`src/common/pcio_pkg.sv`:
```
/*
 * Package for the printer control I/O logic: widths, reset values,
 * timing counts, pitch encodings and the packed carriers.
 * Assumes a single 125 MHz system clock.
 */
package pcio_pkg;

   // ---------------------------------------------------------------
   // Clock and timing
   // ---------------------------------------------------------------
   localparam int CLK_MHZ = 125;
   localparam int ACK_PULSE_NS = 5000;
   localparam int ACK_PULSE_CYC = (ACK_PULSE_NS * CLK_MHZ + 999) / 1000;
   localparam int BUSY_TO_ACK_NS = 1000;
   localparam int BUSY_TO_ACK_CYC =
      (BUSY_TO_ACK_NS * CLK_MHZ + 999) / 1000;
   localparam int ACK_CNT_W = 10;

   // ---------------------------------------------------------------
   // Widths
   // ---------------------------------------------------------------
   localparam int DATA_W = 8;
   localparam int HEAD_W = 9;
   localparam int HEAD_CNT_W = 4;
   localparam int SPD_W = 16;
   localparam int LF_W = 8;
   localparam int LF_CNT_W = 4;
   localparam int DIV_W = 3;

   // ---------------------------------------------------------------
   // Print pitch selection and divide ratios (edges per dot)
   // ---------------------------------------------------------------
   typedef enum logic [1:0] {
      PCIO_PITCH_10, PCIO_PITCH_12, PCIO_PITCH_15, PCIO_PITCH_17
   } pcio_pitch_t;
   localparam logic [DIV_W-1:0] DIV_10 = 3'h5;
   localparam logic [DIV_W-1:0] DIV_12 = 3'h4;
   localparam logic [DIV_W-1:0] DIV_15 = 3'h3;
   localparam logic [DIV_W-1:0] DIV_17 = 3'h2;

   // ---------------------------------------------------------------
   // Carriers
   // ---------------------------------------------------------------
   typedef struct packed {
      logic [DATA_W-1:0] data;
   } pcio_byte_t;

   typedef struct packed {
      logic [HEAD_W-1:0] pins;
      logic parity;
   } pcio_head_word_t;

   typedef struct packed {
      logic [SPD_W-1:0] speed;
      logic [LF_W-1:0] lf_phase;
   } pcio_motor_cmd_t;

   localparam logic [DATA_W-1:0] BYTE_RST = 8'h00;
   localparam logic [SPD_W-1:0] SPD_RST = 16'h0000;

endpackage

```
`src/hdl/pcio_skid_buf.sv`:
```
/*
 * Two-entry buffer with valid/ready on both sides.
 * Assumes both sides run on sys_clk; the sink may stall at will.
 */
`timescale 1ns/1ps
module pcio_skid_buf (
   input wire logic sys_clk,
   input wire logic rst_b,
   input wire logic clk_en,
   input wire logic in_valid,
   output logic in_ready,
   input wire pcio_pkg::pcio_byte_t in_data,
   output logic out_valid,
   input wire logic out_ready,
   output pcio_pkg::pcio_byte_t out_data
);
   import pcio_pkg::*;

   pcio_byte_t mem [2];
   logic wr_ptr;
   logic rd_ptr;
   logic [1:0] count;

   wire push = in_valid && in_ready;
   wire pop = out_valid && out_ready;

   assign in_ready = (count != 2'h2);
   assign out_valid = (count != 2'h0);
   assign out_data = mem[rd_ptr];

   always_ff @(posedge sys_clk or negedge rst_b) begin
      if (!rst_b) begin
         wr_ptr <= 1'b0;
         rd_ptr <= 1'b0;
         count <= 2'h0;
         mem[0] <= '0;
         mem[1] <= '0;
      end else if (clk_en) begin
         if (push) begin
            mem[wr_ptr] <= in_data;
            wr_ptr <= ~wr_ptr;
         end
         if (pop)
            rd_ptr <= ~rd_ptr;
         count <= count + {1'b0, push} - {1'b0, pop};
      end
   end

endmodule // pcio_skid_buf

```
`src/hdl/pcio_io_logic.sv`:
```
/*
 * Printer control I/O logic: parallel host port, initialization,
 * encoder dot timing, serial printhead link and motor driver data.
 * Assumes host, encoder and printhead pins are asynchronous to sys_clk
 * and the local processor strobes are synchronous to sys_clk.
 */
// Summary of operation
// Latch data on falling edge of strobe
// Hold busy while captured byte is processed
// Pulse byte-received low to the processor; byte_rx_n is held low until the processor reads the byte
// Processor read strobe returns held byte
// Release busy, then pulse acknowledge
// Keep busy while buffer full or disabled
// Host never strobes while busy is asserted
// Initialize at power-up and on host request
// Power reset, then processor I/O reset
// Host initialize leaves processor running
// End of init: ack, serial ready, online
// Divide encoder edges by pitch ratio
// Dot pulse times firing and position
// Shift print data on dot timing
// Bidirectional head link returns stroke data
// Head reports parity errors on print data
// Build motor control data from commands
// Send line-feed phase data serially
// Measure encoder pulse width for speed
`timescale 1ns/1ps
module pcio_io_logic (
   input wire logic sys_clk,
   input wire logic rst_b,
   input wire logic clk_en,
   // Host parallel port
   input wire logic [pcio_pkg::DATA_W-1:0] host_data,
   input wire logic host_strobe_n,
   input wire logic host_initialize_n,
   output logic host_busy,
   output logic host_ack_n,
   // Local processor side
   input wire logic io_logic_reset_n,
   input wire logic cpu_rd_n,
   input wire logic rx_enable,
   input wire logic init_done,
   input wire pcio_pkg::pcio_pitch_t pitch_sel,
   output logic byte_rx_n,
   output pcio_pkg::pcio_byte_t cpu_data,
   output logic host_init_req,
   output logic serial_busy_n,
   output logic online_led,
   // Encoder
   input wire logic enc_phase_a,
   input wire logic enc_phase_b,
   output logic dot_timing_pulse,
   output logic [pcio_pkg::SPD_W-1:0] enc_width,
   // Printhead serial link
   input wire pcio_pkg::pcio_head_word_t head_tx_word,
   input wire logic head_tx_load,
   input wire logic head_sdat_i,
   input wire logic head_parity_err,
   output logic head_sdat_o,
   output logic head_sdat_oe,
   output logic head_clk,
   output logic head_tx_busy,
   output logic [pcio_pkg::HEAD_W-1:0] stroke_data,
   output logic parity_err_flag,
   // Motor driver
   input wire pcio_pkg::pcio_motor_cmd_t motor_cmd,
   input wire logic motor_cmd_load,
   output logic [pcio_pkg::SPD_W-1:0] sp_speed,
   output logic lf_sdat,
   output logic lf_sclk,
   output logic lf_latch
);
   import pcio_pkg::*;

   // ---------------------------------------------------------------
   // Resets and pin synchronisers
   // ---------------------------------------------------------------
   // Peripheral reset: power reset, processor I/O reset or host init.
   // The processor never sees the host init as a reset.
   logic [1:0] stb_s, init_s, a_s, b_s, hd_s, pe_s;
   logic [DATA_W-1:0] dat_s1, dat_s2;
   logic stb_d, a_d, b_d;

   wire init_req = !init_s[1];
   wire per_rst = !io_logic_reset_n || init_req;

   always_ff @(posedge sys_clk or negedge rst_b) begin
      if (!rst_b) begin
         stb_s <= 2'h3;
         init_s <= 2'h3;
         a_s <= 2'h0;
         b_s <= 2'h0;
         hd_s <= 2'h0;
         pe_s <= 2'h0;
         dat_s1 <= BYTE_RST;
         dat_s2 <= BYTE_RST;
         stb_d <= 1'b1;
         a_d <= 1'b0;
         b_d <= 1'b0;
         host_init_req <= 1'b0;
      end else if (clk_en) begin
         stb_s <= {stb_s[0], host_strobe_n};
         init_s <= {init_s[0], host_initialize_n};
         a_s <= {a_s[0], enc_phase_a};
         b_s <= {b_s[0], enc_phase_b};
         hd_s <= {hd_s[0], head_sdat_i};
         pe_s <= {pe_s[0], head_parity_err};
         dat_s1 <= host_data;
         dat_s2 <= dat_s1;
         stb_d <= stb_s[1];
         a_d <= a_s[1];
         b_d <= b_s[1];
         host_init_req <= init_req;
      end
   end

   // ---------------------------------------------------------------
   // Parallel host port
   // ---------------------------------------------------------------
   typedef enum logic [1:0] {P_IDLE, P_HOLD, P_GAP, P_ACK} pst_t;
   pst_t pst, next_pst;
   logic [ACK_CNT_W-1:0] pcnt;
   logic ready;
   logic online_ack;
   pcio_byte_t cap;
   logic cap_valid;
   logic buf_ready, buf_valid;
   pcio_byte_t buf_data;

   wire stb_fall = stb_d && !stb_s[1];
   wire cpu_take = buf_valid && !cpu_rd_n;
   wire hold_done = cap_valid && buf_ready;
   wire room = ready && rx_enable && buf_ready;

   // Gap restarts when room is lost, so a byte ack never starts while busy is high
   assign next_pst =
      (pst == P_IDLE && online_ack) ? P_ACK :
      (pst == P_IDLE && stb_fall) ? P_HOLD :
      (pst == P_HOLD && !cap_valid && room) ? P_GAP :
      (pst == P_GAP && !room) ? P_HOLD :
      (pst == P_GAP && pcnt == ACK_CNT_W'(BUSY_TO_ACK_CYC - 1)) ? P_ACK :
      (pst == P_ACK && pcnt == ACK_CNT_W'(ACK_PULSE_CYC - 1)) ? P_IDLE :
      pst;

   always_ff @(posedge sys_clk or negedge rst_b) begin
      if (!rst_b) begin
         pst <= P_IDLE;
         pcnt <= '0;
         cap <= '0;
         cap_valid <= 1'b0;
         ready <= 1'b0;
         online_ack <= 1'b0;
         host_busy <= 1'b1;
         host_ack_n <= 1'b1;
         serial_busy_n <= 1'b0;
         online_led <= 1'b0;
      end else if (clk_en) begin
         if (per_rst) begin
            pst <= P_IDLE;
            pcnt <= '0;
            cap_valid <= 1'b0;
            ready <= 1'b0;
            host_busy <= 1'b1;
            host_ack_n <= 1'b1;
            serial_busy_n <= 1'b0;
            online_led <= 1'b0;
         end else begin
            pst <= next_pst;
            pcnt <= (next_pst != pst) ? '0 : pcnt + 1'b1;
            if (pst == P_IDLE && next_pst == P_HOLD) begin
               cap.data <= dat_s2;
               cap_valid <= 1'b1;
            end else if (hold_done)
               cap_valid <= 1'b0;
            if (init_done && !ready) begin
               ready <= 1'b1;
               online_ack <= 1'b1;
               serial_busy_n <= 1'b1;
               online_led <= 1'b1;
            end else if (pst == P_ACK)
               online_ack <= 1'b0;
            // Busy covers processing, a full buffer and disabled rx
            host_busy <= !room || next_pst == P_HOLD;
            // Byte ack only after busy has fallen; the online ack falls with busy
            host_ack_n <= !(next_pst == P_ACK);
         end
      end
   end

   pcio_skid_buf u_rx_buf (
      .sys_clk(sys_clk),
      .rst_b(rst_b),
      .clk_en(clk_en),
      .in_valid(cap_valid),
      .in_ready(buf_ready),
      .in_data(cap),
      .out_valid(buf_valid),
      .out_ready(!cpu_rd_n),
      .out_data(buf_data)
   );

   always_ff @(posedge sys_clk or negedge rst_b) begin
      if (!rst_b) begin
         byte_rx_n <= 1'b1;
         cpu_data <= '0;
      end else if (clk_en) begin
         byte_rx_n <= !(buf_valid && !cpu_take);
         if (cpu_take)
            cpu_data <= buf_data;
      end
   end

   // ---------------------------------------------------------------
   // Encoder dot timing and width measurement
   // ---------------------------------------------------------------
   logic [DIV_W-1:0] div_cnt;
   logic [SPD_W-1:0] width_cnt;
   wire a_edge = a_s[1] ^ a_d;
   wire enc_edge = a_edge || (b_s[1] ^ b_d);
   wire [DIV_W-1:0] ratio =
      (pitch_sel == PCIO_PITCH_10) ? DIV_10 :
      (pitch_sel == PCIO_PITCH_12) ? DIV_12 :
      (pitch_sel == PCIO_PITCH_15) ? DIV_15 : DIV_17;
   wire div_hit = enc_edge && (div_cnt == ratio - 1'b1);

   always_ff @(posedge sys_clk or negedge rst_b) begin
      if (!rst_b) begin
         div_cnt <= '0;
         dot_timing_pulse <= 1'b0;
         width_cnt <= SPD_RST;
         enc_width <= SPD_RST;
      end else if (clk_en) begin
         if (per_rst) begin
            div_cnt <= '0;
            dot_timing_pulse <= 1'b0;
         end else begin
            if (enc_edge)
               div_cnt <= div_hit ? '0 : div_cnt + 1'b1;
            dot_timing_pulse <= div_hit;
         end
         // Saturating so the first width after a stop reads as slowest speed
         if (a_edge) begin
            enc_width <= width_cnt;
            width_cnt <= SPD_RST;
         end else if (width_cnt != '1)
            width_cnt <= width_cnt + 1'b1;
      end
   end

   // ---------------------------------------------------------------
   // Printhead serial link
   // ---------------------------------------------------------------
   // One bit per dot pulse; line turns round to receive stroke bits.
   typedef enum logic [1:0] {H_IDLE, H_TX, H_RX} hst_t;
   hst_t hst;
   logic [HEAD_W:0] hsh;
   logic [HEAD_CNT_W-1:0] hcnt;
   wire [HEAD_CNT_W-1:0] hlast = HEAD_CNT_W'(HEAD_W);

   always_ff @(posedge sys_clk or negedge rst_b) begin
      if (!rst_b) begin
         hst <= H_IDLE;
         hsh <= '0;
         hcnt <= '0;
         head_sdat_o <= 1'b0;
         head_sdat_oe <= 1'b0;
         head_clk <= 1'b0;
         head_tx_busy <= 1'b0;
         stroke_data <= '0;
         parity_err_flag <= 1'b0;
      end else if (clk_en) begin
         if (per_rst) begin
            hst <= H_IDLE;
            head_sdat_oe <= 1'b0;
            head_clk <= 1'b0;
            head_tx_busy <= 1'b0;
            parity_err_flag <= 1'b0;
         end else begin
            head_clk <= div_hit && hst != H_IDLE;
            if (pe_s[1])
               parity_err_flag <= 1'b1;
            else if (head_tx_load)
               parity_err_flag <= 1'b0;
            case (hst)
               H_IDLE: begin
                  if (head_tx_load) begin
                     hsh <= head_tx_word;
                     hcnt <= '0;
                     hst <= H_TX;
                     head_tx_busy <= 1'b1;
                     head_sdat_oe <= 1'b1;
                  end
               end
               H_TX: begin
                  if (div_hit) begin
                     head_sdat_o <= hsh[HEAD_W];
                     hsh <= {hsh[HEAD_W-1:0], 1'b0};
                     hcnt <= hcnt + 1'b1;
                     if (hcnt == hlast) begin
                        hst <= H_RX;
                        hcnt <= '0;
                     end
                  end
               end
               H_RX: begin
                  // Turn round one cycle after the last bit's clock
                  head_sdat_oe <= 1'b0;
                  if (div_hit) begin
                     stroke_data <= {stroke_data[HEAD_W-2:0],
                        hd_s[1]};
                     hcnt <= hcnt + 1'b1;
                     if (hcnt == hlast - 1'b1) begin
                        hst <= H_IDLE;
                        head_tx_busy <= 1'b0;
                     end
                  end
               end
               default: hst <= H_IDLE;
            endcase
         end
      end
   end

   // ---------------------------------------------------------------
   // Motor driver data
   // ---------------------------------------------------------------
   logic [LF_W-1:0] lsh;
   logic [LF_CNT_W-1:0] lcnt;
   logic lf_run;

   always_ff @(posedge sys_clk or negedge rst_b) begin
      if (!rst_b) begin
         sp_speed <= SPD_RST;
         lsh <= '0;
         lcnt <= '0;
         lf_run <= 1'b0;
         lf_sdat <= 1'b0;
         lf_sclk <= 1'b0;
         lf_latch <= 1'b0;
      end else if (clk_en) begin
         lf_latch <= 1'b0;
         if (per_rst) begin
            sp_speed <= SPD_RST;
            lf_run <= 1'b0;
            lf_sclk <= 1'b0;
         end else if (motor_cmd_load && !lf_run) begin
            sp_speed <= motor_cmd.speed;
            lf_sdat <= motor_cmd.lf_phase[LF_W-1];
            lsh <= {motor_cmd.lf_phase[LF_W-2:0], 1'b0};
            lcnt <= '0;
            lf_run <= 1'b1;
         end else if (lf_run) begin
            // Data moves on the falling clock, half a period before
            // the driver samples it on the rise
            lf_sclk <= !lf_sclk;
            if (lf_sclk) begin
               lf_sdat <= lsh[LF_W-1];
               lsh <= {lsh[LF_W-2:0], 1'b0};
               lcnt <= lcnt + 1'b1;
               if (lcnt == LF_CNT_W'(LF_W - 1)) begin
                  lf_run <= 1'b0;
                  lf_latch <= 1'b1;
               end
            end
         end
      end
   end

endmodule // pcio_io_logic

```
`config.mk`:
```
export PLATFORM = sky130hd
export DESIGN_NAME = pcio_io_logic
export DESIGN_NICKNAME = d
export VERILOG_FILES = /design/src/common/pcio_pkg.sv /design/src/hdl/pcio_skid_buf.sv /design/src/hdl/pcio_io_logic.sv
export SDC_FILE = /design/constraint.sdc
export NUM_CORES = 1
export LEC_CHECK = 0
export ABC_AREA = 1
export BUFFER_PORTS_ARGS = -buffer_cell sky130_fd_sc_hd__buf_2
export CELL_PAD_IN_SITES_DETAIL_PLACEMENT = 2
export CELL_PAD_IN_SITES_GLOBAL_PLACEMENT = 2
export CORE_UTILIZATION = 31
export CTS_CLUSTER_DIAMETER = 200
export CTS_CLUSTER_SIZE = 14
export DETAILED_ROUTE_END_ITERATION = 10
export GPL_TIMING_DRIVEN = 0
export PLACE_DENSITY_LB_ADDON = 0.15
export SYNTH_ARGS = -nofsm -noshare
export SYNTH_HDL_FRONTEND = slang
export SYNTH_HIERARCHICAL = 1
export SYNTH_SLANG_ARGS = --single-unit
```
`constraint.sdc`:
```
create_clock -name sys_clk -period 1.6 [get_ports sys_clk]
set_input_delay 0.32 -clock sys_clk [delete_from_list [all_inputs] [get_ports sys_clk]]
set_output_delay 0.32 -clock sys_clk [all_outputs]
set_load 0.005 [all_outputs]
```
==> results_tabular.tex <==
\begin{tabular}{lr}
\hline
Metric & Value \\
\hline
\multicolumn{2}{l}{\textbf{STA}} \\
Setup Viol. Count Final & 62 \\
Final hold vios & 0 \\
Final setup TNS & -8.11 ns \\
Headroom to the max-slew limit & 0.603 \\
Crit share post-route & 1.18 \\
Min Tclk post-route & 1.88 ns \\
Achievable clock frequency & 531 MHz \\
Worst hold slack after final layout & between 0.06 and 0.07 ns \\
Fin. max-slew vios & 0 \\
RSZ-0062 raised after global routing & yes \\
Final WS setup & -0.283 ns \\
Actual slew at the worst max-slew pin & 0.596 ns \\
Worst Skew & between 0.015 and 0.02 ns \\
\multicolumn{2}{l}{\textbf{Synth}} \\
Share of the yosys chip area belonging to registers & 0.542 \\
Cell with the most instances after synthesis & sky130\_fd\_sc\_hd\_\_nand2\_1 \\
Ranking of synthesized cells by instance count & sky130\_fd\_sc\_hd\_\_nand2\_1 (279), sky130\_fd\_sc\_hd\_\_dfrtp\_1 (175), sky130\_fd\_sc\_hd\_\_inv\_1 (98), sky130\_fd\_sc\_hd\_\_o21ai\_0 (80), sky130\_fd\_sc\_hd\_\_nor2\_1 (48) \\
Mean area per synthesized cell & 8.90 um2 \\
Flops \& latches, synth & 183 \\
Synth warnings & 6 \\
Top cell type's share of synthesized area & 0.517 \\
Number of distinct library cells after synthesis & 45 \\
Netlist Area Pre-Place & 8470 um2 \\
Net count of the mapped netlist & 1027 \\
Library cell with the largest summed area after synthesis & sky130\_fd\_sc\_hd\_\_dfrtp\_1 \\
Cell count after synthesis & 952 \\
Number of synthesized flops with an enable pin & 0 \\
Most instantiated flip-flop cell in the synthesis netlist & sky130\_fd\_sc\_hd\_\_dfrtp\_1 \\
Synth area leaders & sky130\_fd\_sc\_hd\_\_dfrtp\_1 (52\%), sky130\_fd\_sc\_hd\_\_nand2\_1 (12\%), sky130\_fd\_sc\_hd\_\_o21ai\_0 (4.7\%), sky130\_fd\_sc\_hd\_\_inv\_1 (4.3\%), sky130\_fd\_sc\_hd\_\_mux2\_2 (2.7\%) \\
Proportion of register bits with asynchronous set or reset after synthesis & 1.00 \\
\multicolumn{2}{l}{\textbf{Cells and area}} \\
Fraction of final layout cells with drive strength greater than 1 & 0.376 \\
Summed area of non-filler cells in the final layout & $\sim$12000 um2 \\
Fillcell total & 3023 \\
Multi-input gate area in the final layout & 3970 um2 \\
Synthesis-to-layout area growth & 36.7\% \\
Nets@finish & 1249 \\
Sequential Area & 4590 um2 \\
\multicolumn{2}{l}{\textbf{CTS}} \\
CTS root buffer & sky130\_fd\_sc\_hd\_\_clkbuf\_16 \\
Clock insertion delay at the later pin of the skew report & 0.43 ns \\
Clock Sink Count & 183 \\
Clock tree from TritonCTS & yes \\
Clk slew on worst S/H paths & 0.07 ns \\
CTS buffer count & 17 \\
Number of H-tree levels & 4 \\
Number of buffers on the longest clock path & 2 \\
\multicolumn{2}{l}{\textbf{Run status}} \\
Run status & finished, violations left \\
Failing checks & setup timing \\
\multicolumn{2}{l}{\textbf{Worst hold path}} \\
Worst min path class & input pin to flip-flop \\
\multicolumn{2}{l}{\textbf{Flow run}} \\
Maximum capacitance violations & 0 \\
\multicolumn{2}{l}{\textbf{Routing}} \\
Total DRC errors in the routed layout & 0 \\
Detailed-router iteration count before antenna repair & 4 \\
Total routed wirelength & $\sim$27000 um \\
Average wire per cell in the routed design & 17.6 um \\
Initial detailed-routing violation count & 224 \\
Detailed-route vias per instance & 4.84 \\
Total vias in the final route & 7386 \\
Post-DRT Antenna Nets & 0 \\
\multicolumn{2}{l}{\textbf{Setup path}} \\
Arrival time of the worst setup path & 2.20 ns \\
Maximum fanout count along the critical path & 8 \\
Critical-path cell list & inv\_2 > ha\_4 > inv\_2 > nor3\_4 > nand3\_2 > nand3\_2 > nand2\_2 > nor2\_4 > nand4\_4 > buf\_12 > nand2\_4 > o21ai\_2 \\
Crit Path Class & flip-flop to flip-flop \\
Data required time at the worst endpoint & 1.91 ns \\
Slowest stage delay, CP & 0.40 ns \\
CP endpoint kind & flip-flop \\
Worst Setup Start Kind & flip-flop \\
Worst path slowest cell & sky130\_fd\_sc\_hd\_\_dfrtp\_1 \\
\multicolumn{2}{l}{\textbf{Placement}} \\
Pre-CTS setup slack & -0.551 ns \\
Placed cell area & 9640 um2 \\
Final HPWL from detailed placement & 17000 um \\
Count of port buffers added during placement & between 100 and 150 \\
Final weighted congestion of routability-driven global placement & 0.779 \\
\multicolumn{2}{l}{\textbf{Floorplanning}} \\
Num rows & 60 \\
Vertical die dimension & 167 um \\
Initial core utilization & 0.315 \\
Die footprint & 28000 um2 \\
Top-level port count & 123 \\
Die span in x & 167 um \\
Core Area & $\sim$27000 um2 \\
\multicolumn{2}{l}{\textbf{Global routing}} \\
Via count of the first global-routing pass & approximately 8000 \\
GRT Residual Overflow & 0 \\
First-pass GRT wire length & 42400 um \\
Overall Global Routing Usage & 0.191 \\
Maximum number of pins on one net before global-route repair & 108 \\
Number of antenna violations at the first check in global routing & 2 \\
\multicolumn{2}{l}{\textbf{Power and ir drop}} \\
Maximum resistive drop on vdd & 0.727 mV \\
Overall power of the completed layout & about 14000 uW \\
P per Cell Area & 1170 nW/um2 \\
P\_leak & approximately 0.0057 uW \\
\hline
\end{tabular}
## cells by family after synthesis
family                     synth area share
xor gates and xnor gates             0.0196
adders and majority gates            0.0236
muxes                                0.0266
DFF                                   0.542
AOI/OAI and AO/OA                    0.0985
and+or+nand+nor                       0.223
buffers and inverters                0.0663
## layer usage
layer / part of all wire / wire length (um) / up-vias / GRT usage
met2: 0.52 / 14100 / 104 / 0.339
met5: 0 / 0 / - / 0
met1: 0.43 / 11600 / 3737 / 0.232
met3: 0.037 / 994 / 18 / 0.0402
met4: 0.010 / 278 / 0 / 0.0531
li1: - / - / 3527 / -
## placed cells by master, fill, tap and decap left out, types with 16 or more instances in the layout
cell / synthesis / routed
sky130_fd_sc_hd__nand2_1: 279 / 248
sky130_fd_sc_hd__dfrtp_1: 175 / 171
sky130_fd_sc_hd__buf_2: 9 / 127
sky130_fd_sc_hd__inv_1: 98 / 79
sky130_fd_sc_hd__buf_4: 2 / 60
sky130_fd_sc_hd__o21ai_0: 80 / 48
sky130_fd_sc_hd__nor2_1: 48 / 28
sky130_fd_sc_hd__nand3_1: 45 / 26
sky130_fd_sc_hd__buf_6: 3 / 25
sky130_fd_sc_hd__o21ai_1: 1 / 24
sky130_fd_sc_hd__nand2_2: 5 / 23
sky130_fd_sc_hd__nand4_1: 21 / 21
sky130_fd_sc_hd__a31oi_1: 19 / 19
sky130_fd_sc_hd__nand3_2: 2 / 18
sky130_fd_sc_hd__mux2_2: 20 / 18
sky130_fd_sc_hd__clkbuf_16: 0 / 18
sky130_fd_sc_hd__xor2_1: 17 / 17
sky130_fd_sc_hd__inv_2: 6 / 17
sky130_fd_sc_hd__o21ai_2: 8 / 16
## worst max-delay path: cells and delay by family, from the launching register on
family,cells,cell delay [ns]
AO/OA/AOI/OAI,1,0.04
adder cells (fa/ha/maj),1,0.13
AND/OR/NAND/NOR,7,0.85
flip-flops,1,0.40
buffers and inverters,3,0.35
## what timing repair did
action | 4_1_cts | 5_1_grt
resized for setup | 120 | 120
endpoints found under the hold margin | 73 | 0
cloned | 4 | 2
pin swaps | 27 | 30
hold buffers | 1 | 0
setup buffers | 39 | 36
setup endpoints to repair | 117 | 168
## flip-flops by register name (all words and copies together), names as in the netlist, 3 cells and up
name and flops:
cap 8, cpu_data 8, dat_s1 8, dat_s2 8, div_cnt 3, enc_width 16
hcnt 4, hsh 10, lcnt 4, lsh 7, pcnt 10, sp_speed 16
stroke_data 9, u_rx_buf/mem 16, width_cnt 16
## final timing paths
path	slack, ns	depth (start not counted)	from	to
setup / recovery	-0.28	12	pcnt[1]	cap[6]
hold / removal	0.06	2	cpu_rd_n	byte_rx_n
setup reg to reg	-0.28	12	pcnt[1]	cap[6]
hold reg to reg	0.47	2	stb_s[0]	stb_s[0]
max in group asynchronous	0.26	3	rst_b	hst[0]
min in group asynchronous	0.42	2	rst_b	pst[0]
## final cells by class
class,instances,area share
Tap cell,341,0.0369
Clock inverter,10,0.0105
Inverter,107,0.0383
Timing Repair Buffer,203,0.118
Sequential cell,183,0.397
Antenna cell,1,0.000216
Clock buffer,20,0.0386
Buffer,30,0.0180
Multi-Input combinational cell,632,0.343
## power breakdown
| group | total (uW) | switching, uW | internal, uW |
|---|---|---|---|
| logic | 3290 | 1880 | 1410 |
| clock network | 4290 | 1950 | 2340 |
| registers | 6010 | 559 | 5450 |
## per-stage QoR
stage,std cells,utilization
2_1_floorplan,952,-
3_3_place_gp,1415,0.357
3_5_place_dp,1416,0.359
4_1_cts,1490,0.408
5_1_grt,1527,0.431
6_report,1527,0.431
(Power assumes the default switching activity.)
